`src/verilog/sec_defines.svh`:
```
`ifndef SEC_DEFINES_SVH
`define SEC_DEFINES_SVH

// ********************************************************************
// register byte addresses
// ********************************************************************
`define SEC_ADR_EVENT 8'h00
`define SEC_ADR_MASK 8'h04
`define SEC_ADR_MODE 8'h08
`define SEC_ADR_CMD 8'h0C
`define SEC_ADR_DESC 8'h10
`define SEC_ADR_TX_LEN 8'h14
`define SEC_ADR_MAX_RX 8'h18
`define SEC_ADR_RX_BASE 8'h1C
`define SEC_ADR_TX_BASE 8'h20
`define SEC_ADR_RX_PTR 8'h24
`define SEC_ADR_TX_PTR 8'h28
`define SEC_ADR_PROC_CMD 8'h2C
`define SEC_ADR_STATUS 8'h30

// ********************************************************************
// field positions
// ********************************************************************
`define SEC_EV_RXB 0
`define SEC_EV_TXB 1
`define SEC_EV_BSY 2
`define SEC_EV_TXE 4
`define SEC_EV_MME 5
`define SEC_EV_USED 8'h37
`define SEC_MODE_MASTER 9
`define SEC_MODE_ENABLE 8
`define SEC_MODE_PM_HI 3
`define SEC_CMD_START 7
`define SEC_DESC_TX_READY 0
`define SEC_DESC_RX_EMPTY 1
`define SEC_DESC_TX_LAST 2
`define SEC_PCMD_INIT 0
`define SEC_STAT_RX_LAST 16
`define SEC_STAT_MME 17

// ********************************************************************
// values
// ********************************************************************
`define SEC_RST_8 8'h00
`define SEC_RST_16 16'h0000
`define SEC_FILL_BYTE 8'hFF
`define SEC_BIT_LAST 3'h7
`define SEC_ONE_16 16'h0001

`endif

```
`src/verilog/sec_pkg.sv`:
```
package sec_pkg;

   typedef enum logic [1:0] {
      ST_IDLE = 2'b00,
      ST_LOAD = 2'b01,
      ST_SHIFT = 2'b11
   } sec_state_e;

   typedef struct packed {
      logic cyc;
      logic stb;
      logic we;
      logic [7:0] adr;
      logic [3:0] sel;
      logic [31:0] dat;
   } sec_wb_req_s;

   typedef struct packed {
      logic [7:0] sh;
      logic [7:0] rx;
      logic [2:0] bits;
      logic busy;
      logic sclk;
      logic sclk_prev;
      logic done;
      logic sdo;
   } sec_eng_s;

   typedef struct packed {
      logic [15:0] cnt;
      logic tick;
   } sec_div_s;

   typedef struct packed {
      sec_state_e st;
      logic [7:0] ev;
      logic [7:0] mask;
      logic [15:0] mode;
      logic tx_ready;
      logic rx_empty;
      logic tx_last;
      logic [15:0] tx_len;
      logic [15:0] max_rx;
      logic [15:0] rx_base;
      logic [15:0] tx_base;
      logic [15:0] rx_ptr;
      logic [15:0] tx_ptr;
      logic [15:0] tx_cnt;
      logic [15:0] rx_cnt;
      logic rx_last;
      logic mm_err;
      logic sel_seen;
      logic ld;
      logic [7:0] ld_data;
      logic tx_req;
      logic [7:0] rx_data;
      logic rx_vld;
      logic irq;
      logic ack;
      logic [31:0] rdat;
      logic sclk_oe;
      logic mosi_oe;
      logic miso_oe;
   } sec_main_s;

endpackage

```
`src/verilog/sec_baud_div.sv`:
```
`timescale 1ns/1ps
`default_nettype none
`include "sec_defines.svh"

module sec_baud_div #(
   parameter int DIV_BASE = 1
) (
   // clock and reset
   input wire logic clk_i,
   input wire logic rst_i,
   // control
   input wire logic run_i,
   input wire logic [3:0] pm_i,
   // enable out
   output logic tick_o
);
   import sec_pkg::*;

   sec_div_s s, n;
   logic [15:0] limit;

   generate
      if (DIV_BASE < 1 || DIV_BASE > 4096) begin : g_bad
         $error("sec_baud_div: DIV_BASE out of range");
      end
   endgenerate

   // period is (pm + 1) * DIV_BASE cycles per half bit
   assign limit = 16'(({12'h000, pm_i} + `SEC_ONE_16) * 16'(DIV_BASE) - `SEC_ONE_16);

   always_comb begin
      n = s;
      n.tick = 1'b0;
      if (!run_i) begin
         n.cnt = `SEC_RST_16;
      end else if (s.cnt >= limit) begin
         n.cnt = `SEC_RST_16;
         n.tick = 1'b1;
      end else begin
         n.cnt = s.cnt + `SEC_ONE_16;
      end
   end

   always_ff @(posedge clk_i) begin
      if (rst_i) begin
         s <= '0;
      end else begin
         s <= n;
      end
   end

   assign tick_o = s.tick;
endmodule

`default_nettype wire

```
`src/verilog/sec_shift_eng.sv`:
```
`timescale 1ns/1ps
`default_nettype none
`include "sec_defines.svh"

module sec_shift_eng (
   // clock and reset
   input wire logic clk_i,
   input wire logic rst_i,
   // control
   input wire logic master_i,
   input wire logic tick_i,
   input wire logic load_i,
   input wire logic [7:0] load_data_i,
   // serial side
   input wire logic sclk_i,
   input wire logic sdi_master_i,
   input wire logic sdi_slave_i,
   input wire logic select_n_i,
   output logic sclk_o,
   output logic sdo_o,
   // byte side
   output logic [7:0] rx_data_o,
   output logic done_o
);
   import sec_pkg::*;

   sec_eng_s s, n;

   // mode 0 framing: sample on rising, shift on falling
   always_comb begin
      n = s;
      n.done = 1'b0;
      n.sclk_prev = sclk_i;
      if (load_i) begin
         n.sh = load_data_i;
         n.sdo = load_data_i[7];
         n.bits = 3'h0;
         n.busy = 1'b1;
      end else if (master_i) begin
         if (s.busy && tick_i) begin
            if (!s.sclk) begin
               n.sclk = 1'b1;
               n.rx = {s.rx[6:0], sdi_master_i};
            end else begin
               n.sclk = 1'b0;
               if (s.bits == `SEC_BIT_LAST) begin
                  n.busy = 1'b0;
                  n.done = 1'b1;
               end else begin
                  n.bits = s.bits + 3'h1;
                  n.sh = {s.sh[6:0], 1'b0};
                  n.sdo = s.sh[6];
               end
            end
         end
      end else if (select_n_i) begin
         n.bits = 3'h0;
         n.sclk = 1'b0;
      end else if (s.busy) begin
         if (sclk_i && !s.sclk_prev) begin
            n.rx = {s.rx[6:0], sdi_slave_i};
            if (s.bits == `SEC_BIT_LAST) begin
               n.busy = 1'b0;
               n.done = 1'b1;
            end else begin
               n.bits = s.bits + 3'h1;
            end
         end else if (!sclk_i && s.sclk_prev && s.bits != 3'h0) begin
            // first fall of a byte must not shift away its leading bit
            n.sh = {s.sh[6:0], 1'b0};
            n.sdo = s.sh[6];
         end
      end
   end

   always_ff @(posedge clk_i) begin
      if (rst_i) begin
         s <= '0;
      end else begin
         s <= n;
      end
   end

   assign sclk_o = s.sclk;
   assign sdo_o = s.sdo;
   assign rx_data_o = s.rx;
   assign done_o = s.done;
endmodule

`default_nettype wire

```
`src/verilog/sec_spi_channel.sv`:
```
// The register offsets and the Wishbone register port were decided locally.
`timescale 1ns/1ps
`default_nettype none
`include "sec_defines.svh"

//
// Contract
// byte arriving with no receive descriptor sets no-buffer event, data dropped.
// transmit-buffer event set when last byte enters the transmit path; slave role sets it only after that byte has shifted out.
// software waits two more character times before data has left the pin.
// receive-buffer event set only after last byte stored and descriptor closed.
// 8-bit mask mirrors event layout, one enables, resets to zero.
// init command copies ring bases into current descriptor pointers.
// mode 0370 hex is master, enabled, 8-bit, fastest clock.
// mode 0170 hex is enabled slave, divider ignored, master supplies clock.
// start bit begins master transfer or arms slave for master clocking.
// master closes last transmit descriptor and receive after same byte count.
// slave select negation closes receive, leaves transmit descriptor open.
// slave closes transmit descriptor once its length has been shifted out.
// slave exactly-full receive then select negation closes without any error.
// byte beyond maximum receive length closes full buffer, raises no-buffer.
// software writes 37 hex to mask to enable every source.
// software enables channel bit in the central interrupt mask.
// handler reads, clears events, re-arms descriptors and start bit.
// handler clears channel pending bit in central in-service register.
// select pin routed internally so multi-master clashes can be seen.
// event flag clears only on written one; several may clear together.
// interrupt request stays until every unmasked flag is cleared.
// select driven active while master sets the multi-master event.
// interrupt request is OR of flags ANDed with mask, every cycle.
module sec_spi_channel #(
   parameter int DIV_BASE = 1
) (
   // clock and reset
   input wire logic clk_i,
   input wire logic rst_i,
   // wishbone slave
   input wire sec_pkg::sec_wb_req_s wb_req_i,
   output logic [31:0] wb_dat_o,
   output logic wb_ack_o,
   // serial link
   input wire logic spi_sclk_i,
   output logic spi_sclk_o,
   output logic spi_sclk_oe_o,
   input wire logic spi_mosi_i,
   output logic spi_mosi_o,
   output logic spi_mosi_oe_o,
   input wire logic spi_miso_i,
   output logic spi_miso_o,
   output logic spi_miso_oe_o,
   input wire logic slave_select_n_i,
   // buffer memory side
   input wire logic [7:0] tx_byte_i,
   output logic tx_byte_req_o,
   output logic [15:0] tx_index_o,
   output logic [7:0] rx_byte_o,
   output logic rx_byte_vld_o,
   output logic [15:0] rx_index_o,
   // interrupt
   output logic irq_o
);
   import sec_pkg::*;

   sec_main_s s, n;
   logic [7:0] ev_set, ev_clr;
   logic req, wr, start_wr, init_wr, ev_wr, is_master, enabled;
   logic tick, eng_done, eng_sclk, eng_sdo;
   logic [7:0] eng_rx;

   function automatic logic [15:0] lane16(input logic [15:0] old, input logic [31:0] d,
                                          input logic [3:0] be);
      lane16 = {be[1] ? d[15:8] : old[15:8], be[0] ? d[7:0] : old[7:0]};
   endfunction

   // ********************************************************************
   // bus decode
   // ********************************************************************
   // writes land on the edge where the master sees ack
   assign req = wb_req_i.cyc && wb_req_i.stb;
   assign wr = req && wb_req_i.we && s.ack;
   assign start_wr = wr && wb_req_i.adr == `SEC_ADR_CMD && wb_req_i.sel[0]
                     && wb_req_i.dat[`SEC_CMD_START];
   assign init_wr = wr && wb_req_i.adr == `SEC_ADR_PROC_CMD && wb_req_i.sel[0]
                    && wb_req_i.dat[`SEC_PCMD_INIT];
   assign ev_wr = wr && wb_req_i.adr == `SEC_ADR_EVENT && wb_req_i.sel[0];
   assign is_master = s.mode[`SEC_MODE_MASTER];
   assign enabled = s.mode[`SEC_MODE_ENABLE];

   // ********************************************************************
   // submodules
   // ********************************************************************
   // slave role ignores the divider: master supplies the clock
   sec_baud_div #(.DIV_BASE(DIV_BASE)) u_div (
      .clk_i(clk_i),
      .rst_i(rst_i),
      .run_i(enabled && is_master && s.st != ST_IDLE),
      .pm_i(s.mode[`SEC_MODE_PM_HI:0]),
      .tick_o(tick)
   );

   sec_shift_eng u_eng (
      .clk_i(clk_i),
      .rst_i(rst_i),
      .master_i(is_master),
      .tick_i(tick),
      .load_i(s.ld),
      .load_data_i(s.ld_data),
      .sclk_i(spi_sclk_i),
      .sdi_master_i(spi_miso_i),
      .sdi_slave_i(spi_mosi_i),
      .select_n_i(slave_select_n_i),
      .sclk_o(eng_sclk),
      .sdo_o(eng_sdo),
      .rx_data_o(eng_rx),
      .done_o(eng_done)
   );

   // ********************************************************************
   // next state
   // ********************************************************************
   always_comb begin
      n = s;
      ev_set = `SEC_RST_8;
      ev_clr = `SEC_RST_8;
      n.ack = req && !s.ack;
      n.ld = 1'b0;
      n.tx_req = 1'b0;
      n.rx_vld = 1'b0;
      case (wb_req_i.adr)
         `SEC_ADR_EVENT: n.rdat = {24'h000000, s.ev};
         `SEC_ADR_MASK: n.rdat = {24'h000000, s.mask};
         `SEC_ADR_MODE: n.rdat = {16'h0000, s.mode};
         `SEC_ADR_DESC: n.rdat = {29'h00000000, s.tx_last, s.rx_empty, s.tx_ready};
         `SEC_ADR_TX_LEN: n.rdat = {16'h0000, s.tx_len};
         `SEC_ADR_MAX_RX: n.rdat = {16'h0000, s.max_rx};
         `SEC_ADR_RX_BASE: n.rdat = {16'h0000, s.rx_base};
         `SEC_ADR_TX_BASE: n.rdat = {16'h0000, s.tx_base};
         `SEC_ADR_RX_PTR: n.rdat = {16'h0000, s.rx_ptr};
         `SEC_ADR_TX_PTR: n.rdat = {16'h0000, s.tx_ptr};
         `SEC_ADR_STATUS: n.rdat = {14'h0000, s.mm_err, s.rx_last, s.rx_cnt};
         default: n.rdat = 32'h00000000;
      endcase
      if (ev_wr) begin
         ev_clr = wb_req_i.dat[7:0];
      end
      if (wr) begin
         case (wb_req_i.adr)
            `SEC_ADR_MASK: if (wb_req_i.sel[0]) n.mask = wb_req_i.dat[7:0];
            `SEC_ADR_MODE: n.mode = lane16(s.mode, wb_req_i.dat, wb_req_i.sel);
            `SEC_ADR_TX_LEN: n.tx_len = lane16(s.tx_len, wb_req_i.dat, wb_req_i.sel);
            `SEC_ADR_MAX_RX: n.max_rx = lane16(s.max_rx, wb_req_i.dat, wb_req_i.sel);
            `SEC_ADR_RX_BASE: n.rx_base = lane16(s.rx_base, wb_req_i.dat, wb_req_i.sel);
            `SEC_ADR_TX_BASE: n.tx_base = lane16(s.tx_base, wb_req_i.dat, wb_req_i.sel);
            `SEC_ADR_DESC: begin
               if (wb_req_i.sel[0]) begin
                  n.tx_last = wb_req_i.dat[`SEC_DESC_TX_LAST];
                  if (wb_req_i.dat[`SEC_DESC_TX_READY]) begin
                     n.tx_ready = 1'b1;
                     n.tx_cnt = `SEC_RST_16;
                  end
                  if (wb_req_i.dat[`SEC_DESC_RX_EMPTY]) begin
                     n.rx_empty = 1'b1;
                     n.rx_cnt = `SEC_RST_16;
                     n.rx_last = 1'b0;
                     n.mm_err = 1'b0;
                  end
               end
            end
            default: ;
         endcase
      end
      if (init_wr) begin
         n.rx_ptr = s.rx_base;
         n.tx_ptr = s.tx_base;
      end
      unique case (s.st)
         ST_IDLE: begin
            n.sel_seen = 1'b0;
            if (start_wr && enabled) begin
               n.st = ST_LOAD;
            end
         end
         ST_LOAD: begin
            n.st = ST_SHIFT;
            if (is_master) begin
               if (s.tx_ready && s.tx_cnt < s.tx_len) begin
                  n.ld = 1'b1;
                  n.ld_data = tx_byte_i;
                  n.tx_req = 1'b1;
                  n.tx_cnt = s.tx_cnt + `SEC_ONE_16;
                  if (n.tx_cnt == s.tx_len) begin
                     // closes as the last byte is taken, before it leaves the pin
                     n.tx_ready = 1'b0;
                     ev_set[`SEC_EV_TXB] = 1'b1;
                  end
               end else begin
                  n.st = ST_IDLE;
               end
            end else begin
               n.ld = 1'b1;
               if (s.tx_ready && s.tx_cnt < s.tx_len) begin
                  n.ld_data = tx_byte_i;
                  n.tx_req = 1'b1;
                  n.tx_cnt = s.tx_cnt + `SEC_ONE_16;
               end else begin
                  // underrun only when nothing was ever offered
                  n.ld_data = `SEC_FILL_BYTE;
                  ev_set[`SEC_EV_TXE] = !s.tx_ready && s.tx_cnt == `SEC_RST_16;
               end
            end
         end
         ST_SHIFT: begin
            if (eng_done) begin
               n.st = ST_LOAD;
               if (s.rx_empty) begin
                  n.rx_data = eng_rx;
                  n.rx_vld = 1'b1;
                  n.rx_cnt = s.rx_cnt + `SEC_ONE_16;
                  if (n.rx_cnt == s.max_rx || (is_master && s.tx_last && !s.tx_ready
                                               && s.tx_cnt == n.rx_cnt)) begin
                     n.rx_empty = 1'b0;
                     ev_set[`SEC_EV_RXB] = 1'b1;
                  end
               end else begin
                  ev_set[`SEC_EV_BSY] = 1'b1;
               end
               if (!is_master && s.tx_ready && s.tx_cnt == s.tx_len) begin
                  n.tx_ready = 1'b0;
                  ev_set[`SEC_EV_TXB] = 1'b1;
               end
            end
         end
         default: n.st = ST_IDLE;
      endcase
      if (s.st != ST_IDLE && !is_master) begin
         if (!slave_select_n_i) begin
            n.sel_seen = 1'b1;
         end else if (s.sel_seen && !eng_done) begin
            n.st = ST_IDLE;
            if (s.rx_empty && s.rx_cnt != `SEC_RST_16) begin
               n.rx_empty = 1'b0;
               n.rx_last = 1'b1;
               ev_set[`SEC_EV_RXB] = 1'b1;
            end
         end
      end
      if (s.st != ST_IDLE && is_master && enabled && !slave_select_n_i) begin
         n.st = ST_IDLE;
         n.mm_err = 1'b1;
         n.tx_ready = 1'b0;
         n.rx_empty = 1'b0;
         ev_set[`SEC_EV_MME] = 1'b1;
      end
      // a set in the same cycle as its clear wins
      n.ev = ((s.ev & ~ev_clr) | ev_set) & `SEC_EV_USED;
      n.irq = |(s.ev & s.mask);
      n.sclk_oe = enabled && is_master;
      n.mosi_oe = enabled && is_master;
      n.miso_oe = enabled && !is_master && !slave_select_n_i;
   end

   always_ff @(posedge clk_i) begin
      if (rst_i) begin
         s <= '0;
      end else begin
         s <= n;
      end
   end

   // ********************************************************************
   // outputs
   // ********************************************************************
   assign wb_dat_o = s.rdat;
   assign wb_ack_o = s.ack;
   assign spi_sclk_o = eng_sclk;
   assign spi_sclk_oe_o = s.sclk_oe;
   assign spi_mosi_o = eng_sdo;
   assign spi_mosi_oe_o = s.mosi_oe;
   assign spi_miso_o = eng_sdo;
   assign spi_miso_oe_o = s.miso_oe;
   assign tx_byte_req_o = s.tx_req;
   assign tx_index_o = s.tx_cnt;
   assign rx_byte_o = s.rx_data;
   assign rx_byte_vld_o = s.rx_vld;
   assign rx_index_o = s.rx_cnt;
   assign irq_o = s.irq;
endmodule

`default_nettype wire
```
`config.mk`:
```
export PLATFORM = sky130hd
export DESIGN_NAME = sec_spi_channel
export DESIGN_NICKNAME = d
export VERILOG_FILES = /design/src/verilog/sec_pkg.sv /design/src/verilog/sec_baud_div.sv /design/src/verilog/sec_shift_eng.sv /design/src/verilog/sec_spi_channel.sv
export VERILOG_INCLUDE_DIRS = /design/src /design/src/verilog
export SDC_FILE = /design/constraint.sdc
export NUM_CORES = 1
export LEC_CHECK = 0
export ABC_CLOCK_PERIOD_IN_PS = 5900
export BUFFER_PORTS_ARGS = -buffer_cell sky130_fd_sc_hd__buf_2
export CORE_MARGIN = 3
export CORE_UTILIZATION = 63
export DETAILED_ROUTE_END_ITERATION = 8
export GPL_TIMING_DRIVEN = 0
export PLACE_DENSITY = 0.85
export SLEW_MARGIN = 15
export SYNTH_ARGS = -nofsm -noshare
export SYNTH_HDL_FRONTEND = slang
export SYNTH_HIERARCHICAL = 1
export SYNTH_SLANG_ARGS = --single-unit
export TNS_END_PERCENT = 100
```
`constraint.sdc`:
```
create_clock -name clk_i -period 5.9 [get_ports clk_i]
set_clock_uncertainty 0.1 [all_clocks]
set_input_delay 1.18 -clock clk_i [delete_from_list [all_inputs] [get_ports clk_i]]
set_output_delay 1.18 -clock clk_i [all_outputs]
set_load 0.02 [all_outputs]
```
==> qor.yml, run 1 <==
pwr:
  finalPower_mw: 3.47
  ir_worst_vdd_uv: 282
  leakage_nw: 5.42
  powerDensity_mw_per_mm2: 238
timing:
  rsz0062_at_grt: "false"
  max_freq_ghz: 0.291
  finalSetupTns_ns: 0
  setup_viol_count_final: 0
  fin_hold_ws_ns: 0.338
  maxSlewViolCount: 0
  relSlewSlack_pct: 20.2
  fin_crit_ns: 3.44
  tightest_slew_ns: 1.19
  hold_viol: 0
  fin_crit_sh_pct: 58.3
yosys:
  synth_top_flop_cell: "dfxtp_1"
  ys_seq_area_share_pct: 38.6
  synthArstFlopShare_pct: 0
  syn-cell-area_mm2: 0.0128
  synthCells: 1588
  yosys-top-cells-count: "nand2_1 (252), dfxtp_1 (246), a21oi_1 (177)"
  ys_warn_count: 6
  yosysMostFrequentCell: "nand2_1"
  synth.distinct_cells: 84
  ys_top_cells_by_area: "dfxtp_1 (39%), nand2_1 (7.4%), a21oi_1 (6.9%), buf_4 (5.0%), nand3_1 (4.9%)"
  synth_largest_area_cell: "dfxtp_1"
  syn_area_per_cell_um2: 8.04
  ys_ff_latch: 246
  synth_top_area_share_pct: 38.6
  synth-edff-count: 0
job:
  cap_violations: 0
route:
  drtIter0Drc: 1712
  vias_per_cell: 6.38
  wl_per_cell_um: 20.6
  drc: 0
  detail-route-antenna-nets: 0
  drt_pass1_iterations: 7
  via_count: 12925
  postRouteWirelength_um: 41700
clock_tree:
  cts_tree: "done"
  clkSinkCount: 246
  clkLatencyLatePin_ns: 0.56
  numCtsBuffers: 27
  cts_hold_buf: 0
  postCtsSetupBuffers: 0
  clk_path_buf_depth: 3
  clock-root-buffer: "clkbuf_16"
  ctsResizeCount: 0
  htree_levels: 1
  clkTransAtPathRegs_ns: 0.06
worst_setup_path:
  end_kind: "flip-flop"
  arrival_ns: 3.82
  reg2reg_setup_slack_ns: 2.48
  cp.required_ns: 6.27
  critical_path_class: "in2reg"
  path_max_fanout: 10
  start_kind: "input port"
run_status:
  status: "completed"
placement:
  gp_congestion: 1.04
  port_buffers: 107
  hpwlAfterDp_um: 30600
finish:
  drive_gt1_share_pct: 15.8
  nets: 1835
  fillCellCount: 1563
  diodes: 0
  syn_to_final_growth_pct: 14.3
global_routing:
  grt_pass1_wl_um: 64900
  grt_max_degree: 15
  grt_pass1_vias: 12009
  globalRoute.totalOverflow: 0
  grt_usage_pct: 36.9
  antenna_found_initial: 0
die:
  num_rows: 51
  start_util_pct: 65.0
  io-pin-count: 143
  die_area_mm2: 0.0220
  die_h_um: 148
  die-width_um: 148
  core-area_mm2: 0.0197
min_path:
  hold_path.class: "reg2reg"
## power breakdown
group          switching, mW  leakage [nW]  internal, mW
registers            0.00292          1.99          1.67
logic                 0.0791          3.01        0.0301
clock network          0.692         0.429         0.999
total                  0.774          5.42          2.70
## worst max-delay path: stages
cell and delay [ns]:
buf_2 0.10, nor3_1 0.34, nand2b_1 0.20, nor2_1 0.64, clkbuf_1 0.50, buf_1 0.51, nand3_1 0.15, a21oi_1 0.18
## state kept, by name, indices dropped and copies added, names as in the netlist
register	flops
u_eng/sclk_o	1
u_eng/done_o	1
rx_index_o	16
rx_byte_vld_o	1
spi_miso_oe_o	1
enabled	1
wb_dat_o	18
tx_byte_req_o	1
u_eng/sdo_o	1
u_eng/s	12
is_master	1
u_div/s	16
wb_ack_o	1
s	140
irq_o	1
u_eng/rx_data_o	8
u_div/tick_o	1
rx_byte_o	8
tx_index_o	16
spi_mosi_oe_o	1
## final cells by class
class	count	area, um^2	area share [%]
multi-input combinational	1130	6690	45.8
sequential	246	4920	33.8
buffer	193	1080	7.42
clock buffer	39	781	5.35
timing repair buffer	107	536	3.67
tap	265	332	2.27
inverter	42	158	1.08
clock inverter	5	90.1	0.617
## cell usage in the layout, fill, tap and decap left out, drive strengths merged, types with 24 or more instances in the layout
master  instances
conb           25
a22o           24
ha             27
inv            41
a31oi          35
dfxtp         246
a22oi          25
nor3           37
nand3         128
nand2         252
nor2           64
clkbuf        124
a21oi         177
xnor2          33
buf           215
o21ai          34
## kinds of logic (layout without fill, tap and decap cells)
family	Yosys count	after routing	synth area share (%)
compound gates	395	395	20.1
xor+xnor	58	58	4.36
fa+ha+maj	27	27	2.65
buf+inv	235	386	9.71
flops	246	246	38.6
mux	4	4	0.314
other cells	2	25	0.0588
simple gates	621	621	24.3
## worst paths after layout
check	from	end	cells after the start
setup reg to reg	s[186]	tx_index_o[15]	9
setup / recovery	wb_req_i[40]	s[192]	8
hold / removal	wb_ack_o	wb_ack_o	1
hold reg to reg	wb_ack_o	wb_ack_o	1
## through the flow
stage | cells | area [um^2] | setup WS [ns] | util, %
global route | 2027 | 14600 | 2.41 | 74.2
finish | 2027 | 14600 | 2.46 | 74.2
floorplan | 1611 | 12900 | 3.03 | -
detailed placement | 1983 | 13700 | 2.04 | 69.8
global placement | 1983 | 13700 | 2.02 | 69.8
CTS | 2027 | 14600 | 2.57 | 74.2
## layer usage
layer	vias up	global-route usage, %	wire, um
li1	5910	-	-
met1	6007	49.0	16200
met2	838	58.1	18500
met3	170	6.58	4720
met4	0	18.6	2220
met5	-	0	0
Note: power is estimated with default switching activity, not from simulation.
==> inputs of run 2 (changes only) <==
Settings changed: ABC_CLOCK_PERIOD_IN_PS 5900 to 2990, CORE_UTILIZATION 63 to 53, PLACE_DENSITY 0.85 to 0.76.
Clock period 5.9 ns to 2.99 ns, I/O delays scaled along.
==> qor.yml, run 2 (synthesis results as in run 1) <==
min_path:
  min_delay_path_depth: 3  # +2
  worst_hold_startpoint: "wb_req_i[45]"
  hold_path.class: "in2reg"
  holdPathEnd: "wb_ack_o"
worst_setup_path:
  critPathTopFamily: "compound AO/OA/AOI/OAI gates"
  reg2reg_setup_slack_ns: 0.06  # -2.42 ns
  reg2reg_to: "s[215]"
  worst_r2r_path_depth: 8  # -1
  path_buf_inv: 0  # -3
  end_kind: "flip-flop"
  start_kind: "flip-flop"
  path_max_fanout: 8  # -2
  critical_path_class: "reg2reg"
  crit_cells: 8  # unchanged
  path_cells: "ha_1 > and2_1 > nand2_1 > or3_1 > a2111oi_4 > nand4_1 > o31ai_2 > o21ba_1"
  arrival_ns: 3.32  # -0.50 ns
  cp.required_ns: 3.38  # -2.89 ns
  crit_slowest_cell: "dfxtp_1"
  critPathMaxStageDelay_ns: 0.54  # -0.10 ns
  reg2reg_from: "tx_index_o[1]"
clock_tree:
  cts_tree: "done"
  clkTransAtPathRegs_ns: 0.06  # about the same
  clkLatencyLatePin_ns: 0.54  # -0.02 ns
  clock-root-buffer: "clkbuf_16"
  numCtsBuffers: 27  # unchanged
  postCtsSetupBuffers: 0  # unchanged
  clk_path_buf_depth: 3  # unchanged
  htree_levels: 1  # unchanged
  clkSinkCount: 246  # unchanged
die:
  start_util_pct: 54.2  # -11 points
  die_h_um: 161  # +8.7%
  die-width_um: 161  # +8.7%
  core-area_mm2: 0.0235  # +20%
  num_rows: 56  # +9.8%
  io-pin-count: 143  # unchanged
  die_area_mm2: 0.0260  # +18%
route:
  via_count: 12674  # -1.9%
  drtIter0Drc: 1714  # +0.12%
  drc: 0  # unchanged
  wl_per_cell_um: 20.1  # -2.3%
  drt_pass1_iterations: 6  # -1
  vias_per_cell: 6.08  # -4.7%
  postRouteWirelength_um: 41900  # +0.49%
  detail-route-antenna-nets: 0  # unchanged
pwr:
  comb_power_share_pct: 3.1  # about the same
  internal-power_mw: 5.51  # +100%
  ir_worst_vdd_uv: 530  # +88%
  p_sw_mw: 1.58  # +100%
  p_sw_share_pct: 22.2  # -0.076 points
  leakage_nw: 5.48  # +0.95%
  pwr-share-seq_pct: 46.5  # -1.6 points
  powerDensity_mw_per_mm2: 480  # +100%
  clockPowerShare_pct: 50.5  # +1.8 points
finish:
  nets: 1833  # -0.11%
  final_cell_mix: "nand2_1 (252), dfxtp_1 (244), a21oi_1 (177), nand3_1 (125), buf_2 (125)"
  final_core_util_pct: 62.7  # -11 points
  diodes: 0  # unchanged
  largest_register_ffs: 140  # unchanged
  mostFrequentLayoutCell: "nand2_1"
  regMostFlops: "s"
  syn_to_final_growth_pct: 15.7
  drive_gt1_share_pct: 17.0  # +1.2 points
timing:
  setup_ws_ns: 0.0584  # -2.40 ns
  setup_viol_count_final: 0  # unchanged
  maxSlewViolCount: 0  # unchanged
  fin_crit_ns: 2.93
  max_freq_ghz: 0.341
  fin_hold_ws_ns: 0.206  # -0.132 ns
  fin_crit_sh_pct: 98.0
  finalSetupTns_ns: 0  # unchanged
  tightest_slew_ns: 0.894  # -0.300 ns
  hold_viol: 0  # unchanged
  rsz0062_at_grt: "false"
  relSlewSlack_pct: 40.4  # +20 points
job:
  cap_violations: 0  # unchanged
global_routing:
  globalRoute.totalOverflow: 0  # unchanged
  antenna_found_initial: 0  # unchanged
  grt_pass1_wl_um: 65500  # +0.83%
  grt_usage_pct: 31.3  # -5.6 points
  grt_max_degree: 14  # -1
  grt_pass1_vias: 11741  # -2.2%
placement:
  hpwlAfterDp_um: 30800  # +0.67%
  port_buffers: 107  # unchanged
  post-place-ws_ns: -0.386  # -2.43 ns
  gp_congestion: 1.00  # -3.3%
run_status:
  status: "completed"
## run 2: worst min-delay path: cells and delay by family
kind,cells,cell delay [ns]
buffers and inverters,1,0.12
AND/OR/NAND/NOR,2,0.10
## run 2: per-stage QoR
stage	area, um^2	std cells	power [mW]
final	14800	2085	7.09
after global routing	14800	2085	7.26
after CTS	14700	2085	7.08
after detailed placement	13800	2037	3.58
after global placement	13800	2037	3.57
after floorplan	12900	1611	3.48
## run 2: metal layers
metal | vias up | track usage (%) | routed length (um)
li1 | 5889 | - | -
met1 | 5898 | 42.6 | 16900
met2 | 741 | 50.0 | 18600
met3 | 146 | 4.74 | 4520
met4 | 0 | 13.0 | 1880
met5 | - | 0 | 0
## run 2: worst max path at each step
stage                  start       endpoint  slack (ns)
2_1_floorplan  rx_index_o[0]         s[188]        0.53
3_3_place_gp    wb_req_i[40]         s[190]       -0.43
3_5_place_dp    wb_req_i[40]         s[197]       -0.39
4_1_cts               s[180]  tx_index_o[5]        0.03
5_1_grt        tx_index_o[6]         s[215]       0.002
6_report       tx_index_o[1]         s[215]        0.06
## run 2: layout make-up
class,count,area [um^2]
inverter,42,158
clock buffer,34,732
clock inverter,16,216
timing repair buffer,107,536
fill,2141,8770
multi-input combinational,1130,6720
buffer,191,1080
sequential,246,4930
tap,319,399
## run 2: power groups by stage
stage / clock network, mW / logic, mW / registers, mW
2_1_floorplan: 0 / 0.110 / 3.37
3_3_place_gp: 0 / 0.208 / 3.37
3_5_place_dp: 0 / 0.209 / 3.37
4_1_cts: 3.57 / 0.209 / 3.29
5_1_grt: 3.74 / 0.230 / 3.29
6_report: 3.58 / 0.218 / 3.29
## run 2: repair_timing
item	4_1_cts	5_1_grt
endpoints found under the setup margin	22	49
endpoints found under the hold margin	0	0
resized for setup	4	12
pin swaps	0	0
hold buffers	0	0
==> inputs of run 3 (changes only) <==
Settings changed: BUFFER_PORTS_ARGS -buffer_cell sky130_fd_sc_hd__buf_2 to default, CORE_UTILIZATION 53 to 58, DONT_BUFFER_PORTS from default to 1.
==> qor.yml, run 3 (synthesis results as in run 1) <==
run_status:
  status: "finished, violations left"
  violations: "setup timing"
die:
  die_h_um: 154  # -4.2%
  start_util_pct: 59.8  # +5.6 points
  io-pin-count: 143  # unchanged
  core-area_mm2: 0.0214  # -9.3%
  num_rows: 53  # -5.4%
  die-width_um: 154  # -4.2%
  die_area_mm2: 0.0238  # -8.3%
route:
  postRouteWirelength_um: 42500  # +1.5%
  drt_pass1_iterations: 7  # +1
  detail-route-antenna-nets: 0  # unchanged
  vias_per_cell: 6.40  # +5.3%
  met1Wirelength_um: 16800  # -1.0%
  drtIter0Drc: 1632  # -4.8%
  drc: 0  # unchanged
  top_layer: "met4"
  wl_met2_um: 19300  # +3.9%
  wl_met3_um: 4560  # +0.97%
  wl_per_cell_um: 22.0  # +9.4%
  via_count: 12385  # -2.3%
global_routing:
  grt_max_degree: 15  # +1
  grt_pass1_wl_um: 63400  # -3.1%
  globalRoute.totalOverflow: 0  # unchanged
  grt_usage_pct: 33.4  # +2.1 points
  grt_pass1_vias: 11052  # -5.9%
  antenna_found_initial: 0  # unchanged
clock_tree:
  clkSinkCount: 246  # unchanged
  clkTransAtPathRegs_ns: 0.07  # about the same
  htree_levels: 1  # unchanged
  cts_tree: "done"
  postCtsSetupBuffers: 0  # unchanged
  clk_path_buf_depth: 3  # unchanged
  clock-root-buffer: "clkbuf_16"
  clkLatencyLatePin_ns: 0.56  # +0.02 ns
  numCtsBuffers: 27  # unchanged
worst_setup_path:
  arrival_ns: 3.43  # +0.11 ns
  crit_slowest_cell: "dfxtp_1"
  worst_r2r_path_depth: 7  # -1
  cp.required_ns: 3.36  # -0.02 ns
  path_max_fanout: 10  # +2
  crit_path_end: "s[99]"
  reg2reg_setup_slack_ns: -0.06  # -0.12 ns
  end_kind: "flip-flop"
  start_kind: "flip-flop"
  startpoint: "wb_ack_o"
  reg2reg_to: "s[99]"
  path_cells: "nand4_1 > nor2_1 > nand4_1 > nor3_2 > clkbuf_1 > nand2_1 > a21oi_1"
  critical_path_class: "reg2reg"
  cpMostUsedCell: "nand4_1"
  reg2reg_from: "wb_ack_o"
  critPathMaxStageDelay_ns: 0.54  # about the same
pwr:
  finalPower_mw: 7.11  # +0.33%
  clockPowerShare_pct: 51.4  # +0.9 points
  powerDensity_mw_per_mm2: 499  # +4.0%
  internal-power_mw: 5.55  # +0.63%
  ir_worst_vdd_uv: 484  # -8.8%
  comb_power_share_pct: 2.3  # -0.8 points
  p_sw_share_pct: 22.0  # -0.23 points
  pwr-share-seq_pct: 46.3  # -0.2 points
  p_sw_mw: 1.56  # -0.70%
  leakage_nw: 5.01  # -8.6%
job:
  cap_violations: 0  # unchanged
timing:
  hold_viol: 0  # unchanged
  relSlewSlack_pct: 36.4  # -4.0 points
  fin_hold_ws_ns: 0.0382  # -0.168 ns
  setup_viol_count_final: 1  # +1
  fin_crit_sh_pct: 102  # +4.0 points
  finalSetupTns_ns: -0.0620  # -0.0620 ns
  fin_crit_ns: 3.05  # +0.120 ns
  max_freq_ghz: 0.328  # -3.9%
  setup_ws_ns: -0.0620  # -0.120 ns
  maxSlewViolCount: 0  # unchanged
  tightest_slew_ns: 0.955  # +0.0606 ns
finish:
  final_cell_mix: "nand2_1 (252), dfxtp_1 (242), a21oi_1 (177), nand3_1 (125), buf_4 (85)"
  drive_gt1_share_pct: 12.1  # -4.9 points
  largest_register_ffs: 140  # unchanged
  diodes: 0  # unchanged
  finalNonFillerCells: 1935  # -7.2%
  final_core_util_pct: 66.7  # +4.0 points
  fillCellCount: 1885  # -12%
  syn_to_final_growth_pct: 11.6
  mostFrequentLayoutCell: "nand2_1"
  nets: 1727  # -5.8%
  regMostFlops: "s"
placement:
  port_buffers: 0  # -100%
  gp_congestion: 0.998  # -0.46%
  hpwlAfterDp_um: 30600  # -0.52%
  dp_cells: 1886  # -7.4%
min_path:
  hold_path.class: "in2reg"
  worst_hold_startpoint: "slave_select_n_i"
==> run 3: how the worst min path moves through the flow <==
stage | to | depth (start not counted)
finish | spi_miso_oe_o | 1
floorplan | s[58] | 2
global placement | s[97] | 2
detailed placement | u_eng/rx_data_o[7] | 2
global route | spi_miso_oe_o | 1
CTS | spi_miso_oe_o | 1
==> run 3: layout make-up <==
class	instances	area (um^2)	share of cell area [%]
Clock buffer	39	801	5.62
Tap cell	275	344	2.41
Multi-Input combinational cell	1130	6740	47.3
Inverter	42	158	1.11
Sequential cell	246	4930	34.6
Buffer	192	1100	7.69
Clock inverter	11	181	1.27
==> run 3: power by group through the flow <==
stage	registers (mW)	clock network [mW]	logic (mW)
CTS	3.29	3.67	0.155
global placement	3.37	0	0.153
finish	3.29	3.66	0.162
floorplan	3.37	0	0.110
detailed placement	3.37	0	0.154
global route	3.29	3.80	0.171
==> run 3: metal layers <==
metal  vias to the layer above  track usage [%]
met5                         -                0
met4                         0             12.7
met3                       144             6.77
met2                       743             54.0
met1                      5795             44.4
li1                       5703                -
==> run 3: repair_timing <==
action,in CTS,in global routing
pin swaps,0,1
resized for setup,7,21
endpoints found under the hold margin,0,0
setup endpoints to repair,27,43
hold buffers,0,0
==> run 3: critical path, delay by kind of cell (launching register included) <==
kind | cells | cell delay, ns
AND/OR/NAND/NOR | 5 | 1.61
AO/OA/AOI/OAI | 1 | 0.21
flip-flops | 1 | 0.54
buffers and inverters | 1 | 0.51
==> run 3: metrics by stage <==
step / cell area, um^2 / setup slack, ns
after floorplan: 12900 / 0.528
final: 14200 / -0.0620
after global routing: 14200 / -0.00354
after detailed placement: 13200 / -0.360
after global placement: 13200 / -0.346
after CTS: 14200 / 0.00284
